`config.mk`:
```
export PLATFORM = sky130hd
export DESIGN_NAME = scif_top
export DESIGN_NICKNAME = d
export VERILOG_FILES = /design/src/rtl/scif_pkg.sv /design/src/rtl/scif_len_if.sv /design/src/rtl/scif_len_counter.sv /design/src/rtl/scif_sync2.sv /design/src/rtl/scif_top.sv
export SDC_FILE = /design/constraint.sdc
export NUM_CORES = 1
export LEC_CHECK = 0
export ABC_AREA = 1
export BUFFER_PORTS_ARGS = -buffer_cell sky130_fd_sc_hd__buf_4
export CAP_MARGIN = 20
export CELL_PAD_IN_SITES_DETAIL_PLACEMENT = 0
export CELL_PAD_IN_SITES_GLOBAL_PLACEMENT = 1
export CORE_MARGIN = 1
export CORE_UTILIZATION = 39
export CTS_CLUSTER_DIAMETER = 60
export DETAILED_ROUTE_END_ITERATION = 10
export PLACE_DENSITY_LB_ADDON = 0.25
export RECOVER_POWER = 50
export SYNTH_ARGS = -nofsm -noshare
export SYNTH_HDL_FRONTEND = slang
export SYNTH_SLANG_ARGS = --single-unit
```
`constraint.sdc`:
```
create_clock -name i_core_clk -period 1.85 [get_ports i_core_clk]
set_input_delay 0.0925 -clock i_core_clk [delete_from_list [all_inputs] [get_ports i_core_clk]]
set_output_delay 0.0925 -clock i_core_clk [all_outputs]
set_load 0.005 [all_outputs]
```
`src/rtl/scif_pkg.sv`:
```
// Package: offsets, field positions and reset values of the card flag block
`default_nettype none
package scif_pkg;
  // Register offsets on the plain register port
  localparam logic [15:0] CARD_IRQ_FLAGS_ADDR  = 16'hfe01; // Flag register
  localparam logic [15:0] CARD_IRQ_ENABLE_ADDR = 16'hfe02; // Enable register
  localparam logic [15:0] CARD_MODE_ADDR       = 16'hfe0e; // Mode register
  // Flag and enable bit positions
  localparam int WAIT_TIMEOUT_BIT = 7; // Wait timeout or length terminal
  localparam int CARD_CHANGE_BIT  = 6; // Card event
  localparam int SUPPLY_TIMER_BIT = 5; // Supply timer timeout
  localparam int RX_PENDING_BIT   = 4; // Receive data available
  localparam int TX_STATE_BIT     = 3; // Transmit fifo state event
  localparam int TX_DONE_BIT      = 2; // Byte sent
  localparam int TX_FAULT_BIT     = 1; // Transmit error
  localparam int RX_FAULT_BIT     = 0; // Receive error
  // Mode register fields
  localparam int MODE_SYNC_BIT    = 0; // Synchronous card mode
  localparam int MODE_CLKSTOP_BIT = 1; // Synchronous clock-stop mode
  localparam int MODE_BYPASS_BIT  = 2; // UART bypass mode
  localparam int MODE_BREAK_BIT   = 3; // Break detection enable
  localparam int MODE_BLOCK_BIT   = 4; // Block protocol selected
  // Reset values
  localparam logic [7:0] CARD_IRQ_ENABLE_RST = 8'h00; // Enable reset
  localparam logic [7:0] CARD_IRQ_FLAGS_RST  = 8'h00; // Flag reset
  localparam logic [7:0] CARD_MODE_RST       = 8'h00; // Mode reset
  // Flags cleared by a flag register read
  localparam logic [7:0] READ_CLEAR_MASK = 8'he4;
  // Flags cleared by a transmit control read
  localparam logic [7:0] TX_CLEAR_MASK   = 8'h0a;
  // Flags cleared by a receive control read
  localparam logic [7:0] RX_CLEAR_MASK   = 8'h01;
  // Receive-length counter width
  localparam int LEN_W = 8;
endpackage : scif_pkg
`default_nettype wire

```
`src/rtl/scif_len_if.sv`:
```
// Interface: receive-length counter control and terminal status
`default_nettype none
interface scif_len_if #(
  parameter int W = 8
);
  logic         load;      // Load new maximum
  logic [W-1:0] max_val;   // Maximum to load
  logic         step;      // One counter advance
  logic         terminal;  // Counter reached maximum, one cycle
  modport ctrl (output load, output max_val, output step, input terminal);
  modport cnt  (input load, input max_val, input step, output terminal);
endinterface : scif_len_if
`default_nettype wire

```
`src/rtl/scif_len_counter.sv`:
```
// Receive-length counter that pulses on reaching its loaded maximum
`default_nettype none
module scif_len_counter
  import scif_pkg::*;
#(
  parameter int W = LEN_W
) (
  input  wire logic i_core_clk,
  input  wire logic i_sys_rst,
  scif_len_if.cnt   len
);
  logic [W-1:0] max_q, max_d;   // Loaded maximum
  logic [W-1:0] cnt_q, cnt_d;   // Current count
  logic         term_q, term_d; // Terminal pulse

  // Next count, load restarts from zero
  always_comb begin
    max_d  = max_q;
    cnt_d  = cnt_q;
    term_d = 1'b0;
    if (len.load) begin
      max_d = len.max_val;
      cnt_d = '0;
    end else if (len.step && cnt_q != max_q) begin
      cnt_d  = cnt_q + 1'b1;
      term_d = (cnt_q + 1'b1) == max_q; // Reached maximum
    end
  end

  // Register stage
  always_ff @(posedge i_core_clk) begin
    if (i_sys_rst) begin
      max_q  <= '0;
      cnt_q  <= '0;
      term_q <= 1'b0;
    end else begin
      max_q  <= max_d;
      cnt_q  <= cnt_d;
      term_q <= term_d;
    end
  end

  assign len.terminal = term_q;
endmodule : scif_len_counter
`default_nettype wire

```
`src/rtl/scif_sync2.sv`:
```
// Two-flop synchroniser for a bundle of pin levels
`default_nettype none
module scif_sync2 #(
  parameter int W = 1
) (
  input  wire logic         i_core_clk,
  input  wire logic         i_sys_rst,
  input  wire logic [W-1:0] i_async,
  output logic      [W-1:0] o_sync
);
  logic [W-1:0] meta_q; // First stage, read only by second
  logic [W-1:0] sync_q; // Second stage

  // Two flops in series
  always_ff @(posedge i_core_clk) begin
    if (i_sys_rst) begin
      meta_q <= '0;
      sync_q <= '0;
    end else begin
      meta_q <= i_async;
      sync_q <= meta_q;
    end
  end

  assign o_sync = sync_q;
endmodule : scif_sync2
`default_nettype wire

```
`src/rtl/scif_top.sv`:
```
// Card interrupt flags, enables and the single interrupt output
//
// Decided for this implementation: the plain strobed port.
`default_nettype none
module scif_top
  import scif_pkg::*;
(
  input  wire logic        i_core_clk,      // Processor clock
  input  wire logic        i_sys_rst,       // Synchronous reset
  // Register port
  input  wire logic [15:0] i_reg_addr,      // Register address
  input  wire logic [7:0]  i_reg_wdata,     // Write data
  input  wire logic        i_reg_wr,        // Write strobe
  input  wire logic        i_reg_rd,        // Read strobe
  output logic      [7:0]  o_reg_rdata,     // Read data, next cycle
  // Read strobes of neighbouring control registers
  input  wire logic        i_tx_ctl_rd,     // Transmit control read
  input  wire logic        i_rx_ctl_rd,     // Receive control read
  // Interface selection, from the select register
  input  wire logic [1:0]  i_if_select,     // 00 none, 01 ext, 1x int
  // Event pulses and status levels from the selected interface
  input  wire logic        i_int_wait_timeout, // Internal wait timeout
  input  wire logic        i_ext_wait_timeout, // External wait timeout
  input  wire logic        i_supply_timeout,   // Supply timer expired
  input  wire logic        i_rx_fifo_empty,    // Receive fifo empty
  input  wire logic        i_tx_fifo_empty,    // Tx fifo empty status
  input  wire logic        i_tx_fifo_full,     // Tx fifo full status
  input  wire logic        i_byte_sent,        // Data byte sent
  input  wire logic        i_check_sent,       // CRC/LRC byte sent
  input  wire logic        i_break_at_end,     // Break seen at byte end
  input  wire logic        i_break_detected,   // Break status bit
  input  wire logic        i_tx_underrun,      // Underrun status bit
  input  wire logic        i_rx_overrun,       // Overrun event
  input  wire logic        i_rx_parity_err,    // Parity error event
  input  wire logic        i_len_step,         // Falling card clock/etu
  input  wire logic        i_card_fault,       // Interface fault level
  // Pins from outside the clock domain
  input  wire logic        i_card_detect_pin,  // Card present level
  input  wire logic        i_card_io_pin,      // Card io line
  output logic             o_card_irq          // Interrupt to core
);
  scif_len_if #(.W(LEN_W)) len_bus (); // Length counter link

  logic [7:0] enable_q, enable_d; // Enable register
  logic [7:0] flags_q,  flags_d;  // Flag register
  logic [7:0] mode_q,   mode_d;   // Mode register
  logic [7:0] rdata_q,  rdata_d;  // Read data
  logic       irq_q,    irq_d;    // Interrupt output
  logic       det_q,    io_q;     // Previous synced pin levels
  logic       txe_q,    txf_q;    // Previous tx status levels
  logic       fault_q;            // Previous fault level
  logic [1:0] pins_s;             // Synchronised pins
  logic [7:0] set_v;              // Flag set terms
  logic [7:0] clr_v;              // Flag clear terms
  logic       sel_int, sel_any;   // Interface selection decode

  // Pins pass two flops before any use
  scif_sync2 #(.W(2)) u_sync (
    .i_core_clk (i_core_clk),
    .i_sys_rst  (i_sys_rst),
    .i_async    ({i_card_io_pin, i_card_detect_pin}),
    .o_sync     (pins_s)
  );

  // Receive-length counter for synchronous cards
  scif_len_counter #(.W(LEN_W)) u_len (
    .i_core_clk (i_core_clk),
    .i_sys_rst  (i_sys_rst),
    .len        (len_bus.cnt)
  );

  // Counter loads from a write to the mode register high byte path
  assign len_bus.load    = i_reg_wr && i_reg_addr == CARD_MODE_ADDR + 16'h0001;
  assign len_bus.max_val = i_reg_wdata;
  assign len_bus.step    = i_len_step && mode_q[MODE_SYNC_BIT];

  // Address match helper
  function automatic logic hit(input logic [15:0] a, input logic [15:0] r);
    hit = (a == r);
  endfunction : hit

  // Interface selection and event set terms
  always_comb begin
    sel_int = i_if_select[1];
    sel_any = i_if_select != 2'b00;
    set_v   = '0;
    // Bit seven: timeout in async, length terminal in sync modes
    if (mode_q[MODE_SYNC_BIT] || mode_q[MODE_CLKSTOP_BIT]) begin
      set_v[WAIT_TIMEOUT_BIT] = len_bus.terminal;
    end else begin
      set_v[WAIT_TIMEOUT_BIT] = sel_int ? i_int_wait_timeout
                              : (sel_any && i_ext_wait_timeout);
    end
    // Card event on any detect change or new fault; no gating by clock
    set_v[CARD_CHANGE_BIT]  = (pins_s[0] ^ det_q) ||
                              (i_card_fault && !fault_q);
    set_v[SUPPLY_TIMER_BIT] = i_supply_timeout;
    // Bypass mode raises on io falling edge
    if (mode_q[MODE_BYPASS_BIT]) begin
      set_v[RX_PENDING_BIT] = io_q && !pins_s[1];
    end else begin
      set_v[RX_PENDING_BIT] = sel_any && !i_rx_fifo_empty;
    end
    set_v[TX_STATE_BIT] = (i_tx_fifo_empty && !txe_q) ||
                          (i_tx_fifo_full && !txf_q);
    // Byte sent, unless a break at byte end in character protocol with break detection on
    set_v[TX_DONE_BIT] = (i_byte_sent &&
                          !(mode_q[MODE_BREAK_BIT] &&
                            !mode_q[MODE_BLOCK_BIT] &&
                            i_break_at_end))
                         || (mode_q[MODE_BLOCK_BIT] && i_check_sent);
    set_v[TX_FAULT_BIT] = i_break_detected || i_tx_underrun;
    set_v[RX_FAULT_BIT] = i_rx_overrun || i_rx_parity_err;
  end

  // Clear terms from reads
  always_comb begin
    clr_v = '0;
    if (i_reg_rd && hit(i_reg_addr, CARD_IRQ_FLAGS_ADDR)) begin
      clr_v = clr_v | READ_CLEAR_MASK;
    end
    if (i_tx_ctl_rd) begin
      clr_v = clr_v | TX_CLEAR_MASK;
    end
    if (i_rx_ctl_rd) begin
      clr_v = clr_v | RX_CLEAR_MASK;
    end
  end

  // Next flags, enables, mode, read data and interrupt
  always_comb begin
    // Set wins over clear; disabled sources still set
    flags_d = (flags_q & ~clr_v) | set_v;
    // Receive data flag follows fifo outside bypass
    if (!mode_q[MODE_BYPASS_BIT]) begin
      flags_d[RX_PENDING_BIT] = set_v[RX_PENDING_BIT];
    end
    enable_d = enable_q;
    mode_d   = mode_q;
    if (i_reg_wr && hit(i_reg_addr, CARD_IRQ_ENABLE_ADDR)) begin
      enable_d = i_reg_wdata;
    end
    if (i_reg_wr && hit(i_reg_addr, CARD_MODE_ADDR)) begin
      mode_d = i_reg_wdata;
    end
    // Read data for the addressed register
    rdata_d = '0;
    if (i_reg_rd) begin
      if (hit(i_reg_addr, CARD_IRQ_FLAGS_ADDR)) begin
        rdata_d = flags_q;
      end else if (hit(i_reg_addr, CARD_IRQ_ENABLE_ADDR)) begin
        rdata_d = enable_q;
      end else if (hit(i_reg_addr, CARD_MODE_ADDR)) begin
        rdata_d = mode_q;
      end
    end
    // Bit seven gate serves length terminal in sync modes too
    irq_d = |(flags_d & enable_d);
  end

  // Register stage
  always_ff @(posedge i_core_clk) begin
    if (i_sys_rst) begin
      enable_q <= CARD_IRQ_ENABLE_RST;
      flags_q  <= CARD_IRQ_FLAGS_RST;
      mode_q   <= CARD_MODE_RST;
      rdata_q  <= '0;
      irq_q    <= 1'b0;
      det_q    <= 1'b0;
      io_q     <= 1'b0;
      txe_q    <= 1'b0;
      txf_q    <= 1'b0;
      fault_q  <= 1'b0;
    end else begin
      enable_q <= enable_d;
      flags_q  <= flags_d;
      mode_q   <= mode_d;
      rdata_q  <= rdata_d;
      irq_q    <= irq_d;
      det_q    <= pins_s[0];
      io_q     <= pins_s[1];
      txe_q    <= i_tx_fifo_empty;
      txf_q    <= i_tx_fifo_full;
      fault_q  <= i_card_fault;
    end
  end

  assign o_reg_rdata = rdata_q;
  assign o_card_irq  = irq_q;
endmodule : scif_top
`default_nettype wire

```
**After elaboration in Yosys (flattened, before gate mapping)**

Cells that the tools add are included.

- Bits in registers: 59
- Latch bits: 0
- Bits in writable memories: 0
- Memory bits (read-only): 0
- Input port bits: 49
- Word-level logic and storage cells: 74
- Memories kept: 0

- Add/subtract/negate cells: 1
- Multipliers: 0
- Div/mod/pow operators: 0
- $lt $le $gt $ge: 0
- Equal/unequal tests: 6
- Shifts and indexed selects: 0
- Multiplexer cells: 11
- Bitwise gates (word level): 7
- Reduce and logical (&&, ||, !) cells: 34

Operator list:

| operator | number |
|---|---|
| 16-bit equality test, second input constant | 4 |
| 8-bit 2-to-1 mux | 5 |
| 8-bit bitwise AND | 2 |
| 1-bit logical AND | 16 |
| 8-bit by 1-bit adder with 8-bit output, second input constant | 1 |
| 8-bit equality test | 1 |
| 8-bit != test | 1 |
| 8-bit inverter | 1 |
| 8-bit bitwise OR | 1 |
| 8-bit OR reduction | 1 |
| 1-bit logical NOT | 7 |
| 1-bit logical OR | 6 |
| 1-bit 2-to-1 mux | 5 |
| 4-bit 2-to-1 mux | 1 |
| 2-bit OR reduction | 2 |
| 3-bit OR reduction | 1 |
| 1-bit inverter | 2 |
| 2-bit nonzero test | 1 |
| 1-bit bitwise XOR | 1 |

**Logic depth before layout (Yosys ltp)**

Gate-level depths: netlist of the first run.

- Depth after elaboration: 11
- Depth in mapped cells: 11

**Cells and area by module**

From an unflattened synthesis of the first run, not the netlist that was laid out.

- Cells, all modules: 464
- Area, all modules: 3171.8 µm²

Modules (own cells, without submodules):

| module | times used | cells each | area an instance (µm²) | sequential area each (µm²) |
|---|---|---|---|---|
| scif_top | 1 | 254 | 1920.6 | 760.7 |
| scif_len_counter | 1 | 198 | 1141.1 | 340.3 |
| scif_sync2 | 1 | 12 | 110.1 | 80.1 |

**Worst setup path before layout of the first run**

OpenSTA, ideal clock, no wires.

- Path kind: flip-flop to flip-flop
- Start point: reg u_len.cnt_q[0]
- End point: reg u_len.term_q, in the netlist u_len.len.terminal
- Arrival time: 1.408 ns
- Setup slack: 0.378 ns
- Cell stages (with the launch flop): 7
- Clock period less this slack: 1.472 ns
- Cells stage by stage: dfxtp_1 > ha_1 > xor2_1 > or2_2 > a211oi_1 > nand3_1 > nor2_1

- Longest elaborated chain between the ends: 4

Ends and longest elaborated chain:

| item | line | text |
|---|---|---|
| start, declared | scif_len_counter.sv:13 | `logic [W-1:0] cnt_q, cnt_d;` |
| start signal, assigned | scif_len_counter.sv:38 | `cnt_q <= cnt_d;` |
| branches (longest 4 deep; another with 8-bit by 1-bit adder with 8-bit output) | - |  |
| end signal, assigned | scif_len_counter.sv:39 | `term_q <= term_d;` |
| end, declared | scif_len_counter.sv:14 | `logic term_q, term_d;` |

Parallel ways; which one is timed is not known.
A chain may end at the register's enable or synchronous reset.

**Worst setup path after layout of the first run**

Same ends and word-level chain as after synthesis.

==> results of run 1 <==
-- through the flow --
stage	utilization	power (W)	setup WS [ns]	cells
2_1_floorplan	-	0.001406	0.3785	387
3_3_place_gp	0.4863	0.001520	0.1971	535
3_5_place_dp	0.4863	0.001521	0.2283	535
4_1_cts	0.5251	0.002821	0.2113	555
5_1_grt	0.5242	0.002893	0.1099	555
6_report	0.5242	0.002785	0.2133	555
-- cells in the final DEF, fill, tap and decap left out, drive strengths merged, types with 2 or more instances in the layout --
cell          n
a211oi        5
a21oi        33
a31oi         4
buf          46
bufinv        2
clkbuf       26
clkinv        2
dfxtp        59
dlygate4sd3   5
inv          67
nand2        69
nand3        23
nand4        13
nor2         42
nor3          5
o211ai        3
o21ai        24
o221ai        5
or2           5
xnor2         6
xor2          8
-- layout make-up --
class                      instances  area (um^2)
fill                             710         3251
multi-input combinational        251         1301
sequential                        59         1181
timing repair buffer              67        511.7
inverter                          67        251.5
clock buffer                      10        137.6
tap                               96        120.1
clock inverter                     5        77.57
-- repair_timing --
| action | CTS | global route |
|---|---|---|
| endpoints found under the setup margin | 0 | 0 |
| gates resized for setup | 0 | 0 |
| setup buffers | 0 | 0 |
| hold buffers | 5 | 0 |
| endpoints found under the hold margin | 5 | 0 |
-- sequential cells by signal, indices dropped and copies added, names as in the netlist --
name	flops
det_q	1
enable_q	8
fault_q	1
flags_q	8
io_q	1
mode_q	8
o_card_irq	1
o_reg_rdata	8
txe_q	1
txf_q	1
u_len.cnt_q	8
u_len.len.terminal	1
u_len.max_q	8
u_sync.meta_q	2
u_sync.o_sync	2
-- where the power goes --
part | leakage (nW) | switching [W] | internal [W]
logic | 1.05 | 0.0000964 | 0.000100
registers | 0.480 | 0.0000114 | 0.00129
clock network | 0.108 | 0.000503 | 0.000782
total | 1.63 | 0.000611 | 0.00217
-- cells in the mapped netlist (2+ instances only) --
cell      count
inv_2         2
nor2_1       39
clkbuf_1      5
o211ai_1      3
dfxtp_1      59
o221ai_1      5
o21ai_0      24
nand2_1      67
xor2_1        8
or2_2         4
buf_2         3
nor2_2        2
inv_1        65
a31oi_1       4
nor3_1        4
a21oi_1      33
xnor2_1       6
nand3_2       3
nand2_2       2
a211oi_1      5
nand3_1      20
nand4_1      13
-- final timing paths --
check	start	end	slack (ns)	cells after the start
worst min register to register	u_sync.meta_q[1]$_SDFF_PP0_	u_sync.o_sync[1]$_SDFF_PP0_	0.41	2
worst max register to register	u_len.cnt_q[0]$_SDFFE_PP0N_	u_len.len.terminal$_SDFF_PP0_	0.21	6
worst max-delay path	u_len.cnt_q[0]$_SDFFE_PP0N_	u_len.len.terminal$_SDFF_PP0_	0.21	6
worst min-delay path	i_rx_ctl_rd	flags_q[0]$_SDFF_PP0_	0.04	4
-- routing by layer --
layer  part of all wire  wire length [um]  vias up
li1                   -                 -     1388
met1               0.49              3259     1126
met2               0.42              2834       87
met3              0.067               449       12
met4              0.019               125        0
met5                  0                 0        -
-- worst max-delay path, cell delays in order, from the launching register on --
cell and delay (ns):
dfxtp_1 0.41, ha_1 0.28, xor2_1 0.14, or2_2 0.27
a211oi_1 0.25, nand3_1 0.11, nor2_1 0.11
-- cells by family (layout without fill, tap and decap cells) --
logic type	count (synthesis)	in the layout	share of synthesized area
buffers and inverters	77	149	0.1066
AND/OR/NAND/NOR	160	160	0.2663
XOR/XNOR	14	14	0.04409
AO/OA/AOI/OAI	76	76	0.1538
flip-flops	59	59	0.4247
adder cells (fa/ha/maj)	1	1	0.004498
==> metrics.md, run 1 <==
| Metric | Value |
|---|---|
| Max-Cap Viols | `0` |
| Worst hold slack | `0.04320 ns` |
| Syn Nets | `437` |
| Clock tree sinks | `59` |
| Yosys warns | `0` |
| Worst vdd rail ir drop | `0.3752 mV` |
| Layout Skew | `0.008605 ns` |
| GRT met3 Usage | `0.03619` |
| Post-synth EDFFs | `0` |
| Htree depth | `3` |
| Async set-reset flop share out of synthesis | `0` |
| Drt initial violations | `168` |
| CP Max Fanout | `4` |
| Type of destination of the critical path | `register` |
| Root Driver | `clkbuf_8` |
| Power Dens Cells | `777.7 nW/um^2` |
| Leakage | `1.633 nW` |
| Port Buffers | `57` |
| Max-slew headroom | `0.5425` |
| Clock slew at reported path FFs | `0.07 ns` |
| Slew @ Worst Pin | `0.6838 ns` |
| Grt met1 use | `0.2648` |
| Final setup vio count | `0` |
| Cell area after synthesis | `2781 um^2` |
| Max Root-Sink Buffers | `2` |
| Initial core utilization | `0.4071` |
| CP Launch Type | `register` |
| DRT Pass-1 Iters | `4` |
| Register area share after synthesis | `0.4247` |
| Tmin final | `1.637 ns` |
| Layout cells sized above 1 | `0.1983` |
| Fmax | `0.6110 GHz` |
| CTS tree | `done` |
| Most used DFF post-synth | `dfxtp_1` |
| Worst-Skew Late Latency | `0.34 ns` |
| Net count, final | `505` |
| DRT Wirelength | `6669 um` |
| Detailed placement HPWL | `5161 um` |
| Pins Over Slew Limit | `0` |
| Hold WC Path Type | `input pin to register` |
| Area leader, netlist | `dfxtp_1` |
| Vias in the first global route | `2354` |
| Yosys cell types | `33` |
| Hold Vio Cnt, Final | `0` |
| Period utilisation layout | `0.8847` |
| Largest net degree at the start of global routing | `28` |
| Rows | `30` |
| Number of antenna violations at the first check in global routing | `0` |
| Routed Antenna Nets | `0` |
| First-pass GRT wire length | `11030 um` |
| Placer Congestion | `0.8802` |
| I/O Pins | `58` |
| CP arrival | `1.91 ns` |
| Status | `finished, final reports clean` |
| Avg Inst Size Synth | `7.187 um^2` |
| Area Overhead vs Synth | `28.74%` |
| RSZ-0062 raised after global routing | `no` |
| Vias per Instance | `4.708` |
| Final setup TNS | `0 ns` |
| Global routing's busiest layer | `met2` |
| Die width | `86.45 um` |
| Cts bufs inserted | `9` |
| Synth top area share | `0.4247` |
| GRT Total Usage | `0.1926` |
| Area after DPL | `3322 um^2` |
| Vias | `2613` |
| DRC | `0` |
| Area contributors post-synth | `dfxtp_1 42%, nand2_1 9.0%, inv_1 8.8%, a21oi_1 5.9%, nor2_1 5.3%` |
| Design Area, Final | `3581 um^2` |
| Met2 usage | `0.2922` |
| Synth Instances | `387` |
| Total gr overflow | `0` |
| Core Box Area | `6832 um^2` |
| Antenna cells | `0` |
| Wire per inst | `12.02 um` |
| Synthesis-stage register bit count | `59` |
| Die area | `7474 um^2` |
| Chip height | `86.45 um` |
| Crit Path Category | `register to register` |
| Data required, critical path | `2.12 ns` |
Power figures use the tool's default switching activity.
==> run 2: changes to the inputs <==
Settings changed: CORE_UTILIZATION 39 to 42.
Clock period 1.85 ns to 2.02 ns, I/O delays scaled along.
==> metrics.md, run 2 (synthesis results as in run 1) <==
| Metric | Value |
|---|---|
| WHS Path Cells | `3 (-1)` |
| Antenna cells | `0 (unchanged)` |
| Status | `finished, final reports clean` |
| CP Launch Type | `register` |
| Psw | `0.0005392 W (-12%)` |
| Hold WC Path Type | `input pin to register` |
| Layout cells sized above 1 | `0.1952 (-0.003082)` |
| Slew @ Worst Pin | `1.278 ns (+0.5940 ns)` |
| Htree depth | `3 (unchanged)` |
| Critical path's slowest cell | `dfxtp_1` |
| Worst vdd rail ir drop | `0.3883 mV (+3.5%)` |
| Core Box Area | `6386 um^2 (-6.5%)` |
| Comb power frac | `0.074 (+0.003)` |
| Commonest non-fill, non-tap cell in the layout | `nand2_1` |
| Chip height | `83.38 um (-3.6%)` |
| CP arrival | `1.92 ns (about the same)` |
| Most frequent cells in the layout | `67 x nand2_1, 65 x inv_1, 59 x dfxtp_1, 48 x buf_4, 39 x nor2_1` |
| Filler cells | `624 (-12%)` |
| CTS tree | `done` |
| Port Buffers | `57 (unchanged)` |
| Post-CTS setup buffers | `0 (unchanged)` |
| Clock tree sinks | `59 (unchanged)` |
| Pins Over Slew Limit | `0 (unchanged)` |
| Worst hold slack | `0.002902 ns (-0.04029 ns)` |
| Vias per Instance | `4.938 (+4.9%)` |
| Detailed placement HPWL | `5146 um (-0.29%)` |
| DRT Wirelength | `6754 um (+1.3%)` |
| Hold Vio Cnt, Final | `0 (unchanged)` |
| Cts bufs inserted | `9 (unchanged)` |
| Rows | `29 (-3.3%)` |
| Routed Antenna Nets | `0 (unchanged)` |
| Clock slew at reported path FFs | `0.07 ns (about the same)` |
| Final setup vio count | `0 (unchanged)` |
| Worst-path cell chain | `ha_1 -> xor2_1 -> or2_2 -> a211oi_1 -> nand3_1 -> nor2_1` |
| DRT Pass-1 Iters | `5 (+1)` |
| Die area | `6952 um^2 (-7.0%)` |
| CP bufs+invs | `0 (unchanged)` |
| Root Driver | `clkbuf_8` |
| GRT Total Usage | `0.2104 (+0.01781)` |
| Crit Path Category | `register to register` |
| CP Max Fanout | `4 (unchanged)` |
| Switching share of power | `0.2267 (+0.007455)` |
| First-pass GRT wire length | `11500 um (+4.3%)` |
| Utilization after layout | `0.5490 (+0.02481)` |
| Final setup TNS | `0 ns (unchanged)` |
| Number of antenna violations at the first check in global routing | `0 (unchanged)` |
| Layout Skew | `0.009293 ns (+0.0006884 ns)` |
| Int Power | `0.001839 W (-15%)` |
| Max Root-Sink Buffers | `2 (unchanged)` |
| DRC | `0 (unchanged)` |
| Tmin final | `1.644 ns (+0.007685 ns)` |
| Delay of the slowest critical-path stage | `0.42 ns (about the same)` |
| Period utilisation layout | `0.8140 (-0.07065)` |
| PnR Total Power | `0.002378 W (-15%)` |
| Net count, final | `503 (-0.40%)` |
| Crit. path cell count | `6 (unchanged)` |
| Die width | `83.38 um (-3.6%)` |
| Vias | `2632 (+0.73%)` |
| Flop pwr share | `0.502 (+0.034)` |
| Type of destination of the critical path | `register` |
| Drt initial violations | `193 (+15%)` |
| Leakage | `1.609 nW (-1.4%)` |
| Total gr overflow | `0 (unchanged)` |
| Vias in the first global route | `2393 (+1.7%)` |
| Worst reg2reg path depth | `6 (unchanged)` |
| Worst path top cell family by delay | `simple AND/OR/NAND/NOR gates` |
| RSZ-0062 raised after global routing | `no` |
| I/O Pins | `58 (unchanged)` |
| Fmax | `0.6081 GHz (-0.47%)` |
| Worst-Skew Late Latency | `0.33 ns (about the same)` |
| Initial core utilization | `0.4355 (+0.02840)` |
| Max-Cap Viols | `0 (unchanged)` |
| Area Overhead vs Synth | `26.05%` |
| Data required, critical path | `2.29 ns (+0.17 ns)` |
| Largest net degree at the start of global routing | `28 (unchanged)` |
| Clk pwr share | `0.424 (-0.038)` |
| Max-slew headroom | `0.1481 (-0.3943)` |
| Wire per inst | `12.67 um (+5.5%)` |
| Placer Congestion | `0.8303 (-5.7%)` |
| Power Dens Cells | `678.4 nW/um^2 (-13%)` |
## run 2: what timing repair did
| action | in CTS | in global routing |
|---|---|---|
| hold endpoints to repair | 4 | 0 |
| hold buffers | 4 | 0 |
| gates resized for setup | 0 | 0 |
## run 2: path summary, 6_finish.rpt
check	start	to	slack, ns
max	u_len.cnt_q[0]$_SDFFE_PP0N_	u_len.len.terminal$_SDFF_PP0_	0.38
min	i_tx_fifo_full	txf_q$_SDFF_PP0_	0.003
max reg2reg	u_len.cnt_q[0]$_SDFFE_PP0N_	u_len.len.terminal$_SDFF_PP0_	0.38
min reg2reg	u_sync.meta_q[1]$_SDFF_PP0_	u_sync.o_sync[1]$_SDFF_PP0_	0.41
## run 2: power by group through the flow
stage | clock network, W | logic, W | registers [W]
after floorplan | 0 | 0.0000722 | 0.00122
after global placement | 0 | 0.000170 | 0.00122
after detailed placement | 0 | 0.000172 | 0.00122
after CTS | 0.00103 | 0.000179 | 0.00119
after global routing | 0.00109 | 0.000201 | 0.00119
final | 0.00101 | 0.000177 | 0.00119
## run 2: per-layer routing
layer,up-vias,share of wire,track usage
met1,1147,0.52,0.3111
met2,95,0.41,0.3010
met4,0,0.013,0.08150
met3,7,0.057,0.03877
li1,1383,-,-
met5,-,0,0
## run 2: layout make-up
| class | count | area [um^2] | area share |
|---|---|---|---|
| Sequential cell | 59 | 1181 | 0.3369 |
| Timing Repair Buffer | 65 | 491.7 | 0.1403 |
| Clock buffer | 13 | 178.9 | 0.05104 |
| Tap cell | 77 | 96.34 | 0.02748 |
| Clock inverter | 1 | 7.507 | 0.002141 |
| Multi-Input combinational cell | 251 | 1299 | 0.3705 |
| Inverter | 67 | 251.5 | 0.07173 |
## run 2: tightest hold or removal path, delay by kind of cell
kind	cells	cell delay, ns
buffers and inverters	2	0.12
AND/OR/NAND/NOR	1	0.08
## run 2: per-stage QoR
stage	setup slack [ns]	instances	instance area, um^2
after floorplan	0.5485	387	2781
after global placement	0.3097	515	3291
after detailed placement	0.2796	515	3291
after CTS	0.3529	533	3517
after global routing	0.1528	533	3506
final	0.3757	533	3506
==> run 3: changes to the inputs <==
Settings changed: CORE_UTILIZATION 42 to 39.
Clock period 2.02 ns to 1.6 ns, I/O delays scaled along.
==> metrics.md, run 3 (synthesis results as in run 1) <==
| Metric | Value |
|---|---|
| Most frequent cells in the layout | `67 x nand2_1, 64 x inv_1, 54 x dfxtp_1, 54 x buf_4, 38 x nor2_1` |
| Clock slew at reported path FFs | `0.07 ns (about the same)` |
| Die area | `7474 um^2 (+7.5%)` |
| Final setup TNS | `0 ns (unchanged)` |
| Worst-Skew Late Latency | `0.33 ns (about the same)` |
| Fmax | `0.6537 GHz (+7.5%)` |
| Data required, critical path | `1.83 ns (-0.46 ns)` |
| CTS tree | `done` |
| Type of destination of the critical path | `register` |
| DRT Pass-1 Iters | `4 (-1)` |
| CP Max Fanout | `9 (+5)` |
| Commonest non-fill, non-tap cell in the layout | `nand2_1` |
| Rows | `30 (+3.4%)` |
| Hold WC Path Type | `input pin to register` |
| Drt initial violations | `169 (-12%)` |
| Area Overhead vs Synth | `31.31%` |
| Layout cells sized above 1 | `0.2382 (+0.04302)` |
| Power Dens Cells | `795.6 nW/um^2 (+17%)` |
| Worst hold slack | `0.03245 ns (+0.02955 ns)` |
| Initial core utilization | `0.4071 (-0.02840)` |
| Largest net degree at the start of global routing | `28 (unchanged)` |
| Worst vdd rail ir drop | `0.5338 mV (+37%)` |
| Core Box Area | `6832 um^2 (+7.0%)` |
| Vias in the first global route | `2398 (+0.21%)` |
| Top cell by count, worst path | `nand2_1` |
| GRT Total Usage | `0.1998 (-0.01059)` |
| Chip height | `86.45 um (+3.7%)` |
| Detailed placement HPWL | `5160 um (+0.27%)` |
| First-pass GRT wire length | `11250 um (-2.2%)` |
| Tmin final | `1.530 ns (-0.1145 ns)` |
| CP arrival | `1.76 ns (-0.16 ns)` |
| DRT Wirelength | `6798 um (+0.65%)` |
| Leakage | `1.661 nW (+3.2%)` |
| Final setup vio count | `0 (unchanged)` |
| Hold Vio Cnt, Final | `0 (unchanged)` |
| Layout Skew | `0.01016 ns (+0.0008654 ns)` |
| I/O Pins | `58 (unchanged)` |
| Delay of the slowest critical-path stage | `0.36 ns (-0.06 ns)` |
| Number of antenna violations at the first check in global routing | `0 (unchanged)` |
| Net count, final | `513 (+2.0%)` |
| Pins Over Slew Limit | `0 (unchanged)` |
| Vias per Instance | `4.754 (-3.7%)` |
| Clock tree sinks | `59 (unchanged)` |
| Max-Cap Viols | `0 (unchanged)` |
| Max-slew headroom | `0.6920 (+0.5438)` |
| Worst-path cell chain | `xnor2_2 -> nand2_1 -> nor2_2 -> nand2_1 -> nand2_4 -> clkinvlp_4 -> a211oi_1` |
| Placer Congestion | `0.8591 (+3.5%)` |
| Port Buffers | `57 (unchanged)` |
| Root Driver | `clkbuf_8` |
| Period utilisation layout | `0.9561 (+0.1421)` |
| Total gr overflow | `0 (unchanged)` |
| Antenna cells | `0 (unchanged)` |
| Status | `finished, final reports clean` |
| CP Launch Type | `register` |
| Max Root-Sink Buffers | `2 (unchanged)` |
| Slew @ Worst Pin | `0.4604 ns (-0.8174 ns)` |
| Die width | `86.45 um (+3.7%)` |
| Crit Path Category | `register to register` |
| Routed Antenna Nets | `0 (unchanged)` |
| Cts bufs inserted | `9 (unchanged)` |
| Wire per inst | `12.10 um (-4.5%)` |
| Htree depth | `3 (unchanged)` |
| DRC | `0 (unchanged)` |
| Critical path's slowest cell | `dfxtp_2` |
| Vias | `2672 (+1.5%)` |
| RSZ-0062 raised after global routing | `yes` |
| PnR Total Power | `0.002906 W (+22%)` |
-- run 3: cell count changes in the layout (fill, tap and decap cells not counted), sizes merged --
| cell | before | now |
|---|---|---|
| buf | 48 | 54 |
| clkbuf | 26 | 28 |
| clkinv | 0 | 1 |
| clkinvlp | 1 | 2 |
| dlygate4sd3 | 4 | 5 |
| inv | 67 | 66 |
-- run 3: path summary, 6_finish.rpt --
path / start / endpoint / slack, ns / cells past startpoint
setup reg to reg: u_len.cnt_q[6]$_SDFFE_PP0N_ / u_len.cnt_q[3]$_SDFFE_PP0N_ / 0.07 / 7
hold reg to reg: u_sync.meta_q[1]$_SDFF_PP0_ / u_sync.o_sync[1]$_SDFF_PP0_ / 0.40 / 2
hold / removal: i_supply_timeout / flags_q[5]$_SDFF_PP0_ / 0.03 / 3
setup / recovery: u_len.cnt_q[6]$_SDFFE_PP0N_ / u_len.cnt_q[3]$_SDFFE_PP0N_ / 0.07 / 7
-- run 3: power by group --
group	total, W	internal, W	switching [W]
combinational	0.000227	0.000116	0.000111
sequential	0.00151	0.00149	0.0000123
clock	0.00117	0.000626	0.000546
total	0.00291	0.00224	0.000669
-- run 3: routing by layer --
metal,global-route usage,share of wire
met5,0,0
met4,0.06818,0.015
met1,0.2762,0.50
met3,0.05333,0.066
met2,0.3016,0.42
-- run 3: stage by stage --
stage                     area, um^2  instances  setup slack (ns)  utilization
final                           3652        562           0.07018       0.5346
after floorplan                 2781        387            0.1285            -
after CTS                       3603        560          0.003325       0.5275
after global placement          3379        541          0.007852       0.4947
after detailed placement        3379        541          -0.02657       0.4947
after global routing            3652        562          -0.04286       0.5346
-- run 3: area by class of cell --
cell class	instances	area, um^2
tap	96	120.1
multi-input combinational	251	1351
fill	692	3179
inverter	67	255.2
sequential	59	1187
clock inverter	2	12.51
clock buffer	12	155.1
timing repair buffer	75	570.5
-- run 3: worst max-delay path, delay by kind of cell, from the launching register on --
family	cells	cell delay, ns
flops	1	0.36
simple gates	4	0.45
buf+inv	1	0.17
compound gates	1	0.25
xor+xnor	1	0.19
-- run 3: timing repair --
action	4_1_cts	5_1_grt
cloned	0	0
gates resized for setup	2	11
endpoints found under the setup margin	1	8
pin swaps	0	2
endpoints found under the hold margin	5	0
buffers inserted	0	2
hold buffers	5	0
